### src/logic/cor_defs.vh
`ifndef COR_DEFS_VH
`define COR_DEFS_VH

// Register offsets on the serial control interface
`define COR_ADDR_XO_HIGH      8'h10
`define COR_ADDR_XO_LOW       8'h11
`define COR_ADDR_DRIVE        8'h14
`define COR_ADDR_POLARITY     8'h15
`define COR_ADDR_DIV_HIGH     8'h16
`define COR_ADDR_DIV_LOW      8'h17

// Reset values
`define COR_RST_XO_HIGH       2'h0
`define COR_RST_XO_LOW        8'h80
`define COR_RST_TRISTATE      1'b0
`define COR_RST_SILENCE       1'b0
`define COR_RST_INVERT        1'b0
`define COR_RST_EDGE          2'h0
`define COR_RST_PRESCALE      1'b0
`define COR_RST_DIV_SPARE     4'h0
`define COR_RST_DIV_HIGH      1'b0
`define COR_RST_DIV_LOW       8'h20

// Field positions
`define COR_XO_HIGH_MSB       1
`define COR_XO_HIGH_LSB       0
`define COR_BIT_TRISTATE      2
`define COR_BIT_SILENCE       1
`define COR_BIT_INV_SECOND    5
`define COR_BIT_INV_FIRST     4
`define COR_EDGE_MSB          7
`define COR_EDGE_LSB          6
`define COR_BIT_PRESCALE      5
`define COR_DIV_SPARE_MSB     4
`define COR_DIV_SPARE_LSB     1
`define COR_BIT_DIV8          0

// Encodings
`define COR_EDGE_FAST         2'h0
`define COR_EDGE_SLOW         2'h2
`define COR_PRESC_DIV4        3'h3
`define COR_PRESC_DIV5        3'h4
`define COR_READ_ZERO         8'h00

`endif

### src/logic/cor_out_div.v
`timescale 1ns/1ps
`include "cor_defs.vh"

// Output prescaler (4 or 5) followed by the integer divider (code plus one)
module cor_out_div
#(
	parameter DIV_W = 9
)
(
	input  wire             clk_sys,
	input  wire             rst,
	input  wire             pll_tick,
	input  wire             prescale_five,
	input  wire [DIV_W-1:0] divide_code,
	output wire             div_clk
);

	reg [2:0]       presc_cnt_r;
	reg [DIV_W-1:0] div_cnt_r;
	reg             div_clk_r;
	wire            presc_tick;
	wire [2:0]      presc_last;
	wire [DIV_W:0]  ratio;
	wire [DIV_W-1:0] half;

	// Prescaler terminal count picks 4 or 5
	assign presc_last = prescale_five ? `COR_PRESC_DIV5 : `COR_PRESC_DIV4;
	assign presc_tick = pll_tick && (presc_cnt_r >= presc_last);

	// Ratio is the code plus one; high for the first half of the period
	assign ratio = {1'b0, divide_code} + {{DIV_W{1'b0}}, 1'b1};
	assign half  = ratio[DIV_W:1];

	// Prescaler counter; a shrunk terminal count wraps on the next tick
	always @(posedge clk_sys or posedge rst)
	begin
		if (rst)
			presc_cnt_r <= 3'h0;
		else if (presc_tick)
			presc_cnt_r <= 3'h0;
		else if (pll_tick)
			presc_cnt_r <= presc_cnt_r + 3'h1;
	end

	// Divider counter; a code change moves the end of the current period at once,
	// and a count already past the new end wraps on the next prescaler tick
	always @(posedge clk_sys or posedge rst)
	begin
		if (rst)
		begin
			div_cnt_r <= {DIV_W{1'b0}};
			div_clk_r <= 1'b0;
		end
		else if (presc_tick)
		begin
			if (div_cnt_r >= divide_code)
				div_cnt_r <= {DIV_W{1'b0}};
			else
				div_cnt_r <= div_cnt_r + {{(DIV_W-1){1'b0}}, 1'b1};
			div_clk_r <= (div_cnt_r >= divide_code) ||
				((div_cnt_r + {{(DIV_W-1){1'b0}}, 1'b1}) < half);
		end
	end

	assign div_clk = div_clk_r;

endmodule // cor_out_div

### src/logic/cor_regs.v
// Summary of operation
// - Offset bits 9:8 sit in the first register, bits 7:0 in the next one.
// - The first output floats while tristate bit 2 is one or reset is asserted, else is driven.
// - Bit 1 silences the output channel while set; it resets to zero.
// - Bit 5 inverts the second output and bit 4 the first, both reset zero.
// - Edge speed code 0x0 selects fast edges and 0x2 slow, reset fast.
// - The prescaler divides by four when bit 5 is zero and by five if one.
// - The 9-bit divide value is upper register bit 0 over the lower byte.
// - Host codes run 5 to 255 and the divider divides by the code plus one.
`timescale 1ns/1ps
`include "cor_defs.vh"

module cor_regs
#(
	parameter ADDR_W   = 8,
	parameter DATA_W   = 8,
	parameter DIV_W    = 9,
	parameter OFFSET_W = 10
)
(
	input  wire                clk_sys,
	input  wire                rst,
	input  wire [ADDR_W-1:0]   reg_addr,
	input  wire [DATA_W-1:0]   reg_wdata,
	input  wire                reg_wr,
	input  wire                reg_rd,
	output wire [DATA_W-1:0]   reg_rdata,
	output wire                reg_rvalid,
	input  wire                pll_tick,
	output wire [OFFSET_W-1:0] xo_margin_offset,
	output wire [1:0]          edge_speed_select,
	output wire                edge_slow,
	output wire                output_prescaler_select,
	output wire [DIV_W-1:0]    output_divide_value,
	output wire                clk_out_first,
	output wire                clk_out_first_oe,
	output wire                clk_out_second,
	output wire                clk_out_second_oe
);

	// Stored register fields
	reg [1:0]          xo_high_r;
	reg [7:0]          xo_low_r;
	reg                primary_output_tristate_r;
	reg                output_silence_r;
	reg                second_output_invert_r;
	reg                first_output_invert_r;
	reg [1:0]          edge_speed_select_r;
	reg                edge_slow_r;
	reg                prescale_r;
	reg [3:0]          div_spare_r;
	reg                div_high_r;
	reg [7:0]          div_low_r;
	reg [DIV_W-1:0]    div_applied_r;
	reg [DATA_W-1:0]   rdata_r;
	reg                rvalid_r;
	reg                out_first_r;
	reg                out_second_r;
	reg                out_first_oe_r;
	reg [DATA_W-1:0]   rdata_nxt;

	wire               div_clk;
	wire               chan_clk;

	// Address match shared by write decode and read mux
	function hit;
		input [ADDR_W-1:0] addr;
		input [ADDR_W-1:0] target;
		begin
			hit = (addr == target);
		end
	endfunction

	// Register writes; reserved bits are dropped except the spare
	// divider bits, which store like ordinary bits
	always @(posedge clk_sys or posedge rst)
	begin
		if (rst)
		begin
			xo_high_r                 <= `COR_RST_XO_HIGH;
			xo_low_r                  <= `COR_RST_XO_LOW;
			primary_output_tristate_r <= `COR_RST_TRISTATE;
			output_silence_r          <= `COR_RST_SILENCE;
			second_output_invert_r    <= `COR_RST_INVERT;
			first_output_invert_r     <= `COR_RST_INVERT;
			edge_speed_select_r       <= `COR_RST_EDGE;
			edge_slow_r               <= (`COR_RST_EDGE == `COR_EDGE_SLOW);
			prescale_r                <= `COR_RST_PRESCALE;
			div_spare_r               <= `COR_RST_DIV_SPARE;
			div_high_r                <= `COR_RST_DIV_HIGH;
			div_low_r                 <= `COR_RST_DIV_LOW;
		end
		else if (reg_wr)
		begin
			if (hit(reg_addr, `COR_ADDR_XO_HIGH))
				xo_high_r <= reg_wdata[`COR_XO_HIGH_MSB:`COR_XO_HIGH_LSB];
			if (hit(reg_addr, `COR_ADDR_XO_LOW))
				xo_low_r <= reg_wdata;
			if (hit(reg_addr, `COR_ADDR_DRIVE))
			begin
				primary_output_tristate_r <= reg_wdata[`COR_BIT_TRISTATE];
				output_silence_r <= reg_wdata[`COR_BIT_SILENCE];
			end
			if (hit(reg_addr, `COR_ADDR_POLARITY))
			begin
				second_output_invert_r <= reg_wdata[`COR_BIT_INV_SECOND];
				first_output_invert_r  <= reg_wdata[`COR_BIT_INV_FIRST];
			end
			if (hit(reg_addr, `COR_ADDR_DIV_HIGH))
			begin
				edge_speed_select_r <= reg_wdata[`COR_EDGE_MSB:`COR_EDGE_LSB];
				// Decoded at write time so the pin comes straight off a flop
				edge_slow_r <= (reg_wdata[`COR_EDGE_MSB:`COR_EDGE_LSB] ==
					`COR_EDGE_SLOW);
				prescale_r <= reg_wdata[`COR_BIT_PRESCALE];
				div_spare_r <=
					reg_wdata[`COR_DIV_SPARE_MSB:`COR_DIV_SPARE_LSB];
				div_high_r <= reg_wdata[`COR_BIT_DIV8];
			end
			if (hit(reg_addr, `COR_ADDR_DIV_LOW))
				div_low_r <= reg_wdata;
		end
	end

	// Divider load: the lower byte only stages, so a host that writes
	// low then high never exposes a half-updated ratio
	always @(posedge clk_sys or posedge rst)
	begin
		if (rst)
			div_applied_r <= {`COR_RST_DIV_HIGH, `COR_RST_DIV_LOW};
		else if (reg_wr && hit(reg_addr, `COR_ADDR_DIV_HIGH))
			div_applied_r <= {reg_wdata[`COR_BIT_DIV8], div_low_r};
	end

	// Read mux; unmapped offsets and reserved bits read zero, except the spare divider bits
	always @*
	begin
		rdata_nxt = `COR_READ_ZERO;
		if (hit(reg_addr, `COR_ADDR_XO_HIGH))
			rdata_nxt[`COR_XO_HIGH_MSB:`COR_XO_HIGH_LSB] = xo_high_r;
		else if (hit(reg_addr, `COR_ADDR_XO_LOW))
			rdata_nxt = xo_low_r;
		else if (hit(reg_addr, `COR_ADDR_DRIVE))
		begin
			rdata_nxt[`COR_BIT_TRISTATE] = primary_output_tristate_r;
			rdata_nxt[`COR_BIT_SILENCE]  = output_silence_r;
		end
		else if (hit(reg_addr, `COR_ADDR_POLARITY))
		begin
			rdata_nxt[`COR_BIT_INV_SECOND] = second_output_invert_r;
			rdata_nxt[`COR_BIT_INV_FIRST]  = first_output_invert_r;
		end
		else if (hit(reg_addr, `COR_ADDR_DIV_HIGH))
		begin
			rdata_nxt[`COR_EDGE_MSB:`COR_EDGE_LSB] = edge_speed_select_r;
			rdata_nxt[`COR_BIT_PRESCALE] = prescale_r;
			rdata_nxt[`COR_DIV_SPARE_MSB:`COR_DIV_SPARE_LSB] = div_spare_r;
			rdata_nxt[`COR_BIT_DIV8] = div_high_r;
		end
		else if (hit(reg_addr, `COR_ADDR_DIV_LOW))
			rdata_nxt = div_low_r;
	end

	// Read data registered; valid pulses one cycle after the strobe
	always @(posedge clk_sys or posedge rst)
	begin
		if (rst)
		begin
			rdata_r  <= `COR_READ_ZERO;
			rvalid_r <= 1'b0;
		end
		else
		begin
			rvalid_r <= reg_rd;
			if (reg_rd)
				rdata_r <= rdata_nxt;
		end
	end

	// Output clock divider runs from the applied value only
	cor_out_div
	#(
		.DIV_W (DIV_W)
	)
	u_out_div
	(
		.clk_sys       (clk_sys),
		.rst           (rst),
		.pll_tick      (pll_tick),
		.prescale_five (prescale_r),
		.divide_code   (div_applied_r),
		.div_clk       (div_clk)
	);

	// Silence forces the channel low before inversion, so an inverted
	// output parks high while muted
	assign chan_clk = div_clk & ~output_silence_r;

	// Output stage registered to keep the pins glitch free
	always @(posedge clk_sys or posedge rst)
	begin
		if (rst)
		begin
			out_first_r    <= 1'b0;
			out_second_r   <= 1'b0;
			out_first_oe_r <= 1'b0;
		end
		else
		begin
			out_first_r    <= chan_clk ^ first_output_invert_r;
			out_second_r   <= chan_clk ^ second_output_invert_r;
			out_first_oe_r <= ~primary_output_tristate_r;
		end
	end

	assign reg_rdata               = rdata_r;
	assign reg_rvalid              = rvalid_r;
	assign xo_margin_offset        = {xo_high_r, xo_low_r};
	assign edge_speed_select       = edge_speed_select_r;
	assign edge_slow               = edge_slow_r;
	assign output_prescaler_select = prescale_r;
	assign output_divide_value     = div_applied_r;
	assign clk_out_first           = out_first_r;
	assign clk_out_first_oe        = out_first_oe_r;
	assign clk_out_second          = out_second_r;
	assign clk_out_second_oe       = 1'b1; // Tristate lives elsewhere

endmodule // cor_regs

### config.mk
export PLATFORM = sky130hd
export DESIGN_NAME = cor_regs
export DESIGN_NICKNAME = d
export VERILOG_FILES = /design/src/logic/cor_out_div.v /design/src/logic/cor_regs.v
export VERILOG_INCLUDE_DIRS = /design/src /design/src/logic
export SDC_FILE = /design/constraint.sdc
export NUM_CORES = 1
export LEC_CHECK = 0
export ABC_AREA = 1
export BUFFER_PORTS_ARGS = -buffer_cell sky130_fd_sc_hd__buf_2
export CAP_MARGIN = 15
export CORE_MARGIN = 2
export CORE_UTILIZATION = 30
export DETAILED_ROUTE_END_ITERATION = 7
export GPL_TIMING_DRIVEN = 0
export MAX_ROUTING_LAYER = met4
export PLACE_DENSITY = 0.47
export SLEW_MARGIN = 25
export SYNTH_ARGS = -nofsm -noshare
export SYNTH_HDL_FRONTEND = slang
export SYNTH_HIERARCHICAL = 1
export SYNTH_SLANG_ARGS = --single-unit
### constraint.sdc
create_clock -name clk_sys -period 4.7 [get_ports clk_sys]
set_clock_uncertainty 0.2 [all_clocks]
set_input_delay 0.235 -clock clk_sys [delete_from_list [all_inputs] [get_ports clk_sys]]
set_output_delay 0.235 -clock clk_sys [all_outputs]
set_load 0.02 [all_outputs]
==> results of run 1 <==
[through the flow]
step / setup slack [ns] / utilization, % / std cells
finish: 2.24 / 37.9 / 698
global route: 2.00 / 37.9 / 698
CTS: 2.24 / 37.9 / 698
detailed placement: 2.27 / 35.0 / 676
global placement: 2.27 / 35.0 / 676
floorplan: 2.44 / - / 454
[power breakdown]
part	internal [W]	total [W]	switching [W]	leakage [nW]
Combinational	0.000113	0.000316	0.000204	1.39
Clock	0.000422	0.000660	0.000238	0.146
Sequential	0.000598	0.000636	0.0000385	0.847
[tightest hold or removal path, cell delays in order]
cell and delay [ns]:
buf_2 0.09, inv_1 0.14, o21ai_2 0.08
[state kept, by name, summed over array words and instances (netlist names), 2 cells and up]
| name | count |
|---|---|
| div_low_r | 8 |
| div_spare_r | 4 |
| edge_speed_select | 2 |
| output_divide_value | 8 |
| reg_rdata | 8 |
| u_out_div/div_cnt_r | 9 |
| u_out_div/presc_cnt_r | 3 |
| xo_high_r | 2 |
| xo_low_r | 8 |
[worst paths after layout]
check | cells past startpoint | startpoint | end
max | 14 | output_divide_value[0] | u_out_div/div_clk
min in group asynchronous | 3 | rst | u_out_div/div_clk
min reg2reg | 2 | reg_rdata[5] | reg_rdata[5]
min | 3 | reg_wdata[5] | div_low_r[5]
max in group asynchronous | 3 | rst | output_divide_value[0]
max reg2reg | 14 | output_divide_value[0] | u_out_div/div_clk
[routing by layer]
layer,global-route usage (%),share of wire (%),vias to the layer above
li1,-,-,1615
met1,21.3,51,1520
met2,22.9,45,49
met3,4.03,3.1,10
met4,5.16,1.3,0
met5,-,0,-
[layout make-up]
cell class	count	area share (%)
Clock buffer	12	5.36
Inverter	55	4.55
Buffer	13	2.21
Tap cell	168	4.57
Multi-Input combinational cell	322	40.2
Sequential cell	64	34.9
Clock inverter	4	0.980
Timing Repair Buffer	60	7.19
[cells by family (layout without fill, tap and decap cells)]
group / Yosys count / after routing
adder cells (fa/ha/maj): 23 / 23
flip-flops: 64 / 64
XOR/XNOR: 13 / 13
buffers and inverters: 68 / 144
AO/OA/AOI/OAI: 58 / 58
other: 1 / 1
AND/OR/NAND/NOR: 227 / 227
[cells in the final DEF (no fill, tap or decap), types with 8 or more instances in the layout]
cell and count:
o21ai_0 26, xor2_1 9, nor2_1 11, nand3_1 52, buf_2 56, ha_1 23, dfrtp_1 61, o21a_1 10
nand2_1 130, clkbuf_16 9, inv_1 49, nor2_4 8
[repair_timing]
item / CTS / global route
hold endpoints to repair: 71 / 0
hold buffers: 6 / 0
resized for setup: 0 / 0
==> run summary, run 1 <==
outcome: finished clean
First-pass DRT Iterations: 4
area leader, netlist: dfrtp_1
RePlAce Congestion: 0.823
share of cells above drive strength 1: 22.6%
achievable frequency: 406 MHz
Startpoint Class: register
number of max-cap violations: 0
CTS tree: built
CP arrival: 2.49 ns
most common library cells after synthesis: 130 x nand2_1, 61 x dfrtp_1, 52 x nand3_1
YS warnings: 6
Max Slew Vio Count: 0
Root Buffer: clkbuf_16
worst min path class: input port to register
Worst path slowest cell: dfrtp_1
die height: 116 microns
slew margin rel.: 57.7%
Synth area leaders: dfrtp_1 41%, nand2_1 13%, ha_1 7.7%, nand3_1 6.9%, inv_1 5.0%
final setup vio count: 0
vias in the first global route: 3144
Worst EP required: 4.73 ns
main combinational cell family by area after synthesis: simple AND/OR/NAND/NOR gates
drt drc: 0
worst-margin pin slew: 0.634 ns
H-tree levels: 3
Sink Count: 64
Row Count: 40
total wire length: 9610 microns
FF-to-FF setup slack: 2.24 ns
Multi-input gate area: 1850 sq um
ANT cells: 0
Finished Cell Area: 4600 sq um
drt via density: 4.58
Post-DP HPWL: 7370 microns
Crit Path Class: register to register
power density over the cells: 351 nW/um^2
average routed wire per standard cell: 13.8 microns
Fin. Hold Viols: 0
Clock transition at path regs: 0.05 ns
peak supply drop: 154 uV
Final ANT Viol Nets: 0
post-synthesis adder-cell area fraction: 7.65%
Mapped Cells: 454
total core area: 12100 sq um
clock latency on the worst-skew pair: 0.33 ns
CP Capture Type: register
Avg Cell Area, Syn: 8.28 sq um
net count after synthesis: 498
Seq/Total Area, Yosys: 42.7%
Synth async-reset ratio: 100%
vias after detailed routing: 3194
initial antenna violation count: 0
port buffer count: 54
EDFF count, synth: 0
sequence of cells on the critical path: ha_1 -> nand2_1 -> nor2_2 -> nand3_1 -> nor3_2 -> xor2_1 -> ha_1 -> nand2_1 -> nor2_1 -> nand3_1 -> nand3_1 -> nand3_1 -> nand2_1 -> inv_1
most frequent CP cell: nand3_1
number of library cell types mapped by synthesis: 37
starting utilization of the core area: 31.1%
Register Area: 1610 sq um
# IOs: 57
count leader, synth: nand2_1
post-synthesis compound-gate area fraction: 9.21%
P_leak: 2.38 nW
Die Span X: 116 microns
Worst path max stage delay: 0.42 ns
#FFs+latches synth: 64
first-pass GRT wire length: 15700 microns
fin crit period: 2.46 ns
worst hold margin: 0.0204 ns
Simple-Gate Fraction of Synth Area: 28.9%
Post-CTS Setup Inserts: 0
DR iter-0 viols: 144
synthesized area: 3760 sq um
placed inst area: 4240 sq um
family with the most delay on the worst path: simple AND/OR/NAND/NOR gates
P&R area growth vs syn: 22.2%
total gr overflow: 0
Post-Synth XOR/XNOR Area: 3.23%
Num CTS Buffers: 9
unrepaired setup endpoints after global routing: no
Worst Path Buf+Inv: 1
largest net degree at the start of global routing: 52
GRT Overall Usage: 15.7%
setup TNS: 0 ns
total power: 0.00161 W
number of fillers in the final layout: 1300
Synth top area share: 40.6%
fin crit share: 52.4%
Primary FF master, synth: dfrtp_1
Die Area: 13400 sq um
post-synthesis mux area share: 0%
worst-case clock buffer depth: 2
critical path fanouts, max: 5
Final nets: 569
(Power assumes the default switching activity.)
==> inputs of run 2 (changes only) <==
PLACE_DENSITY = 0.49   (was 0.47)
clock period = 2.2 ns   (was 4.7 ns; I/O delays follow)
==> run 2 against run 1 <==
Effect of this change: non-clock buffer count is 20 higher; count of clock-buffer cells in the layout is 1 higher; combinational power is 140% higher; first-iteration DRC count is 2.1% lower; routed wire length is 1.3% higher; sequential share of layout area is 1.7 points lower.
==> run summary, run 2 (synthesized netlist as in run 1, its figures left out) <==
average routed wire per standard cell: 13.6 microns (was 13.8 microns)
total gr overflow: 0 (unchanged)
H-tree levels: 3 (unchanged)
total core area: 12100 sq um (unchanged)
combinational fraction of design power: 22.1% (was 19.6%)
P_leak: 2.50 nW (was 2.38 nW)
Row Count: 40 (unchanged)
number of max-cap violations: 0 (unchanged)
Post-DP HPWL: 7260 microns (was 7370 microns)
DR iter-0 viols: 141 (was 144)
sequence of cells on the critical path: ha_4 -> nand2_4 -> nor2_4 -> nand3_2 -> nor3_2 -> xor2_1 -> ha_1 -> nand2_2 -> nor2_4 -> nand3_2 -> nand3_2 -> nand3_2 -> nand2_1 -> inv_1 (was ha_1 -> nand2_1 -> nor2_2 -> nand3_1 -> nor3_2 -> xor2_1 -> ha_1 -> nand2_1 -> nor2_1 -> nand3_1 -> nand3_1 -> nand3_1 -> nand2_1 -> inv_1)
Largest register FFs: 9 (unchanged)
Die Area: 13400 sq um (unchanged)
Die Span X: 116 microns (unchanged)
power density over the cells: 705 nW/um^2 (was 351 nW/um^2)
Final ANT Viol Nets: 0 (unchanged)
clock latency on the worst-skew pair: 0.33 ns (about the same)
die height: 116 microns (unchanged)
Sw Ratio: 31.0% (was 29.8%)
worst min path class: input port to register (unchanged)
Largest Register: u_out_div/div_cnt_r (unchanged)
most common cell after layout, fill and taps aside: nand2_1 (unchanged)
CP Capture Type: register (unchanged)
Startpoint Class: register (unchanged)
vias after detailed routing: 3235 (was 3194)
worst-margin pin slew: 0.666 ns (was 0.634 ns)
commonest cells after routing, fill and taps aside: 128 x nand2_1, 58 x dfrtp_1, 56 x buf_2, 48 x inv_1, 46 x nand3_1 (was 130 x nand2_1, 61 x dfrtp_1, 56 x buf_2, 52 x nand3_1, 49 x inv_1)
P&R area growth vs syn: 28.7% (was 22.2%)
unrepaired setup endpoints after global routing: yes (was no)
drt via density: 4.51 (was 4.58)
number of fillers in the final layout: 1291 (was 1300)
Post-Place Setup Slack: -0.199 ns (was 2.27 ns)
outcome: finished clean (unchanged)
Worst EP required: 2.23 ns (was 4.73 ns)
ANT cells: 0 (unchanged)
RePlAce Congestion: 0.791 (was 0.823)
first-pass GRT wire length: 16300 microns (was 15700 microns)
worst-case clock buffer depth: 2 (unchanged)
net switching power: 0.00106 W (was 0.000480 W)
fin worst setup slack: 0.0116 ns (was 2.24 ns)
peak supply drop: 318 uV (was 154 uV)
Root Buffer: clkbuf_16 (unchanged)
Fin. Hold Viols: 0 (unchanged)
port buffer count: 54 (unchanged)
worst hold margin: 0.0338 ns (was 0.0204 ns)
Register Area: 1610 sq um (about the same)
largest net degree at the start of global routing: 52 (unchanged)
Num CTS Buffers: 9 (unchanged)
fin crit period: 2.19 ns (was 2.46 ns)
final setup vio count: 0 (unchanged)
total wire length: 9740 microns (was 9610 microns)
GRT Overall Usage: 16.4% (was 15.7%)
achievable frequency: 457 MHz (was 406 MHz)
Clock transition at path regs: 0.05 ns (about the same)
First-pass DRT Iterations: 4 (unchanged)
slew margin rel.: 55.6% (was 57.7%)
CP arrival: 2.22 ns (was 2.49 ns)
share of cells above drive strength 1: 27.1% (was 22.6%)
critical path fanouts, max: 3 (was 5)
Max Slew Vio Count: 0 (unchanged)
total power: 0.00341 W (was 0.00161 W)
Flop pwr share: 39.7% (was 39.5%)
Worst path slowest cell: dfrtp_2 (was dfrtp_1)
initial antenna violation count: 0 (unchanged)
Worst path max stage delay: 0.42 ns (about the same)
most frequent CP cell: nand3_2 (was nand3_1)
CTS tree: built (unchanged)
starting utilization of the core area: 31.1% (unchanged)
clock share of power: 38.2% (was 40.9%)
fin crit share: 99.5% (was 52.4%)
Internal: 0.00235 W (was 0.00113 W)
Crit Path Class: register to register (unchanged)
Multi-input gate area: 1950 sq um (was 1850 sq um)
Final nets: 589 (was 569)
drt drc: 0 (unchanged)
vias in the first global route: 3149 (was 3144)
Sink Count: 64 (unchanged)
# IOs: 57 (unchanged)
## run 2: worst paths after layout
kind | startpoint | to | slack (ns) | cells past startpoint
max in group asynchronous | rst | output_divide_value[1] | 1.07 | 3
hold / removal | reg_addr[3] | xo_high_r[1] | 0.03 | 6
setup / recovery | output_divide_value[0] | u_out_div/div_clk | 0.01 | 14
setup reg to reg | output_divide_value[0] | u_out_div/div_clk | 0.01 | 14
hold reg to reg | reg_rdata[3] | reg_rdata[3] | 0.27 | 2
min in group asynchronous | rst | u_out_div/presc_cnt_r[0] | 0.19 | 3
## run 2: per-stage QoR
step | cell area [sq um] | TNS [ns] | std cells | util, %
detailed placement | 4250 | -0.199 | 676 | 35.1
CTS | 4720 | -0.101 | 710 | 39.0
global placement | 4240 | -5.39 | 676 | 35.0
finish | 4840 | 0 | 718 | 40.0
global route | 4840 | -0.112 | 718 | 40.0
floorplan | 3760 | 0 | 454 | -
## run 2: power by group through the flow
stage	Clock (W)	Sequential [W]	Combinational (W)
floorplan	0	0.00140	0.000449
global placement	0	0.00138	0.000658
detailed placement	0	0.00138	0.000676
CTS	0.00135	0.00136	0.000696
global route	0.00141	0.00137	0.000864
finish	0.00130	0.00135	0.000753
## run 2: area by class of cell
cell class | instances | area share, %
buffer | 13 | 2.09
clock buffer | 13 | 5.17
clock inverter | 3 | 0.362
inverter | 55 | 4.32
multi-input combinational | 322 | 40.2
sequential | 64 | 33.2
tap | 168 | 4.34
timing repair buffer | 80 | 10.2
## run 2: critical path, delay by kind of cell (launching register included)
kind,cells,cell delay [ns]
xor+xnor,1,0.10
simple gates,10,0.89
buf+inv,1,0.03
flops,1,0.42
fa+ha+maj,2,0.45
## run 2: metal layers
layer | global-route usage (%) | vias to the layer above | wire (microns)
met5 | - | - | 0
met4 | 3.65 | 0 | 48
met3 | 5.18 | 5 | 367
li1 | - | 1648 | -
met1 | 21.6 | 1514 | 4660
met2 | 25.0 | 68 | 4670
## run 2: timing repair
item	CTS	global route
buffers inserted	6	8
endpoints found under the hold margin	98	0
resized for setup	10	11
hold buffers	12	0
setup endpoints to repair	1	1
pin swaps	12	13
gates cloned	0	0
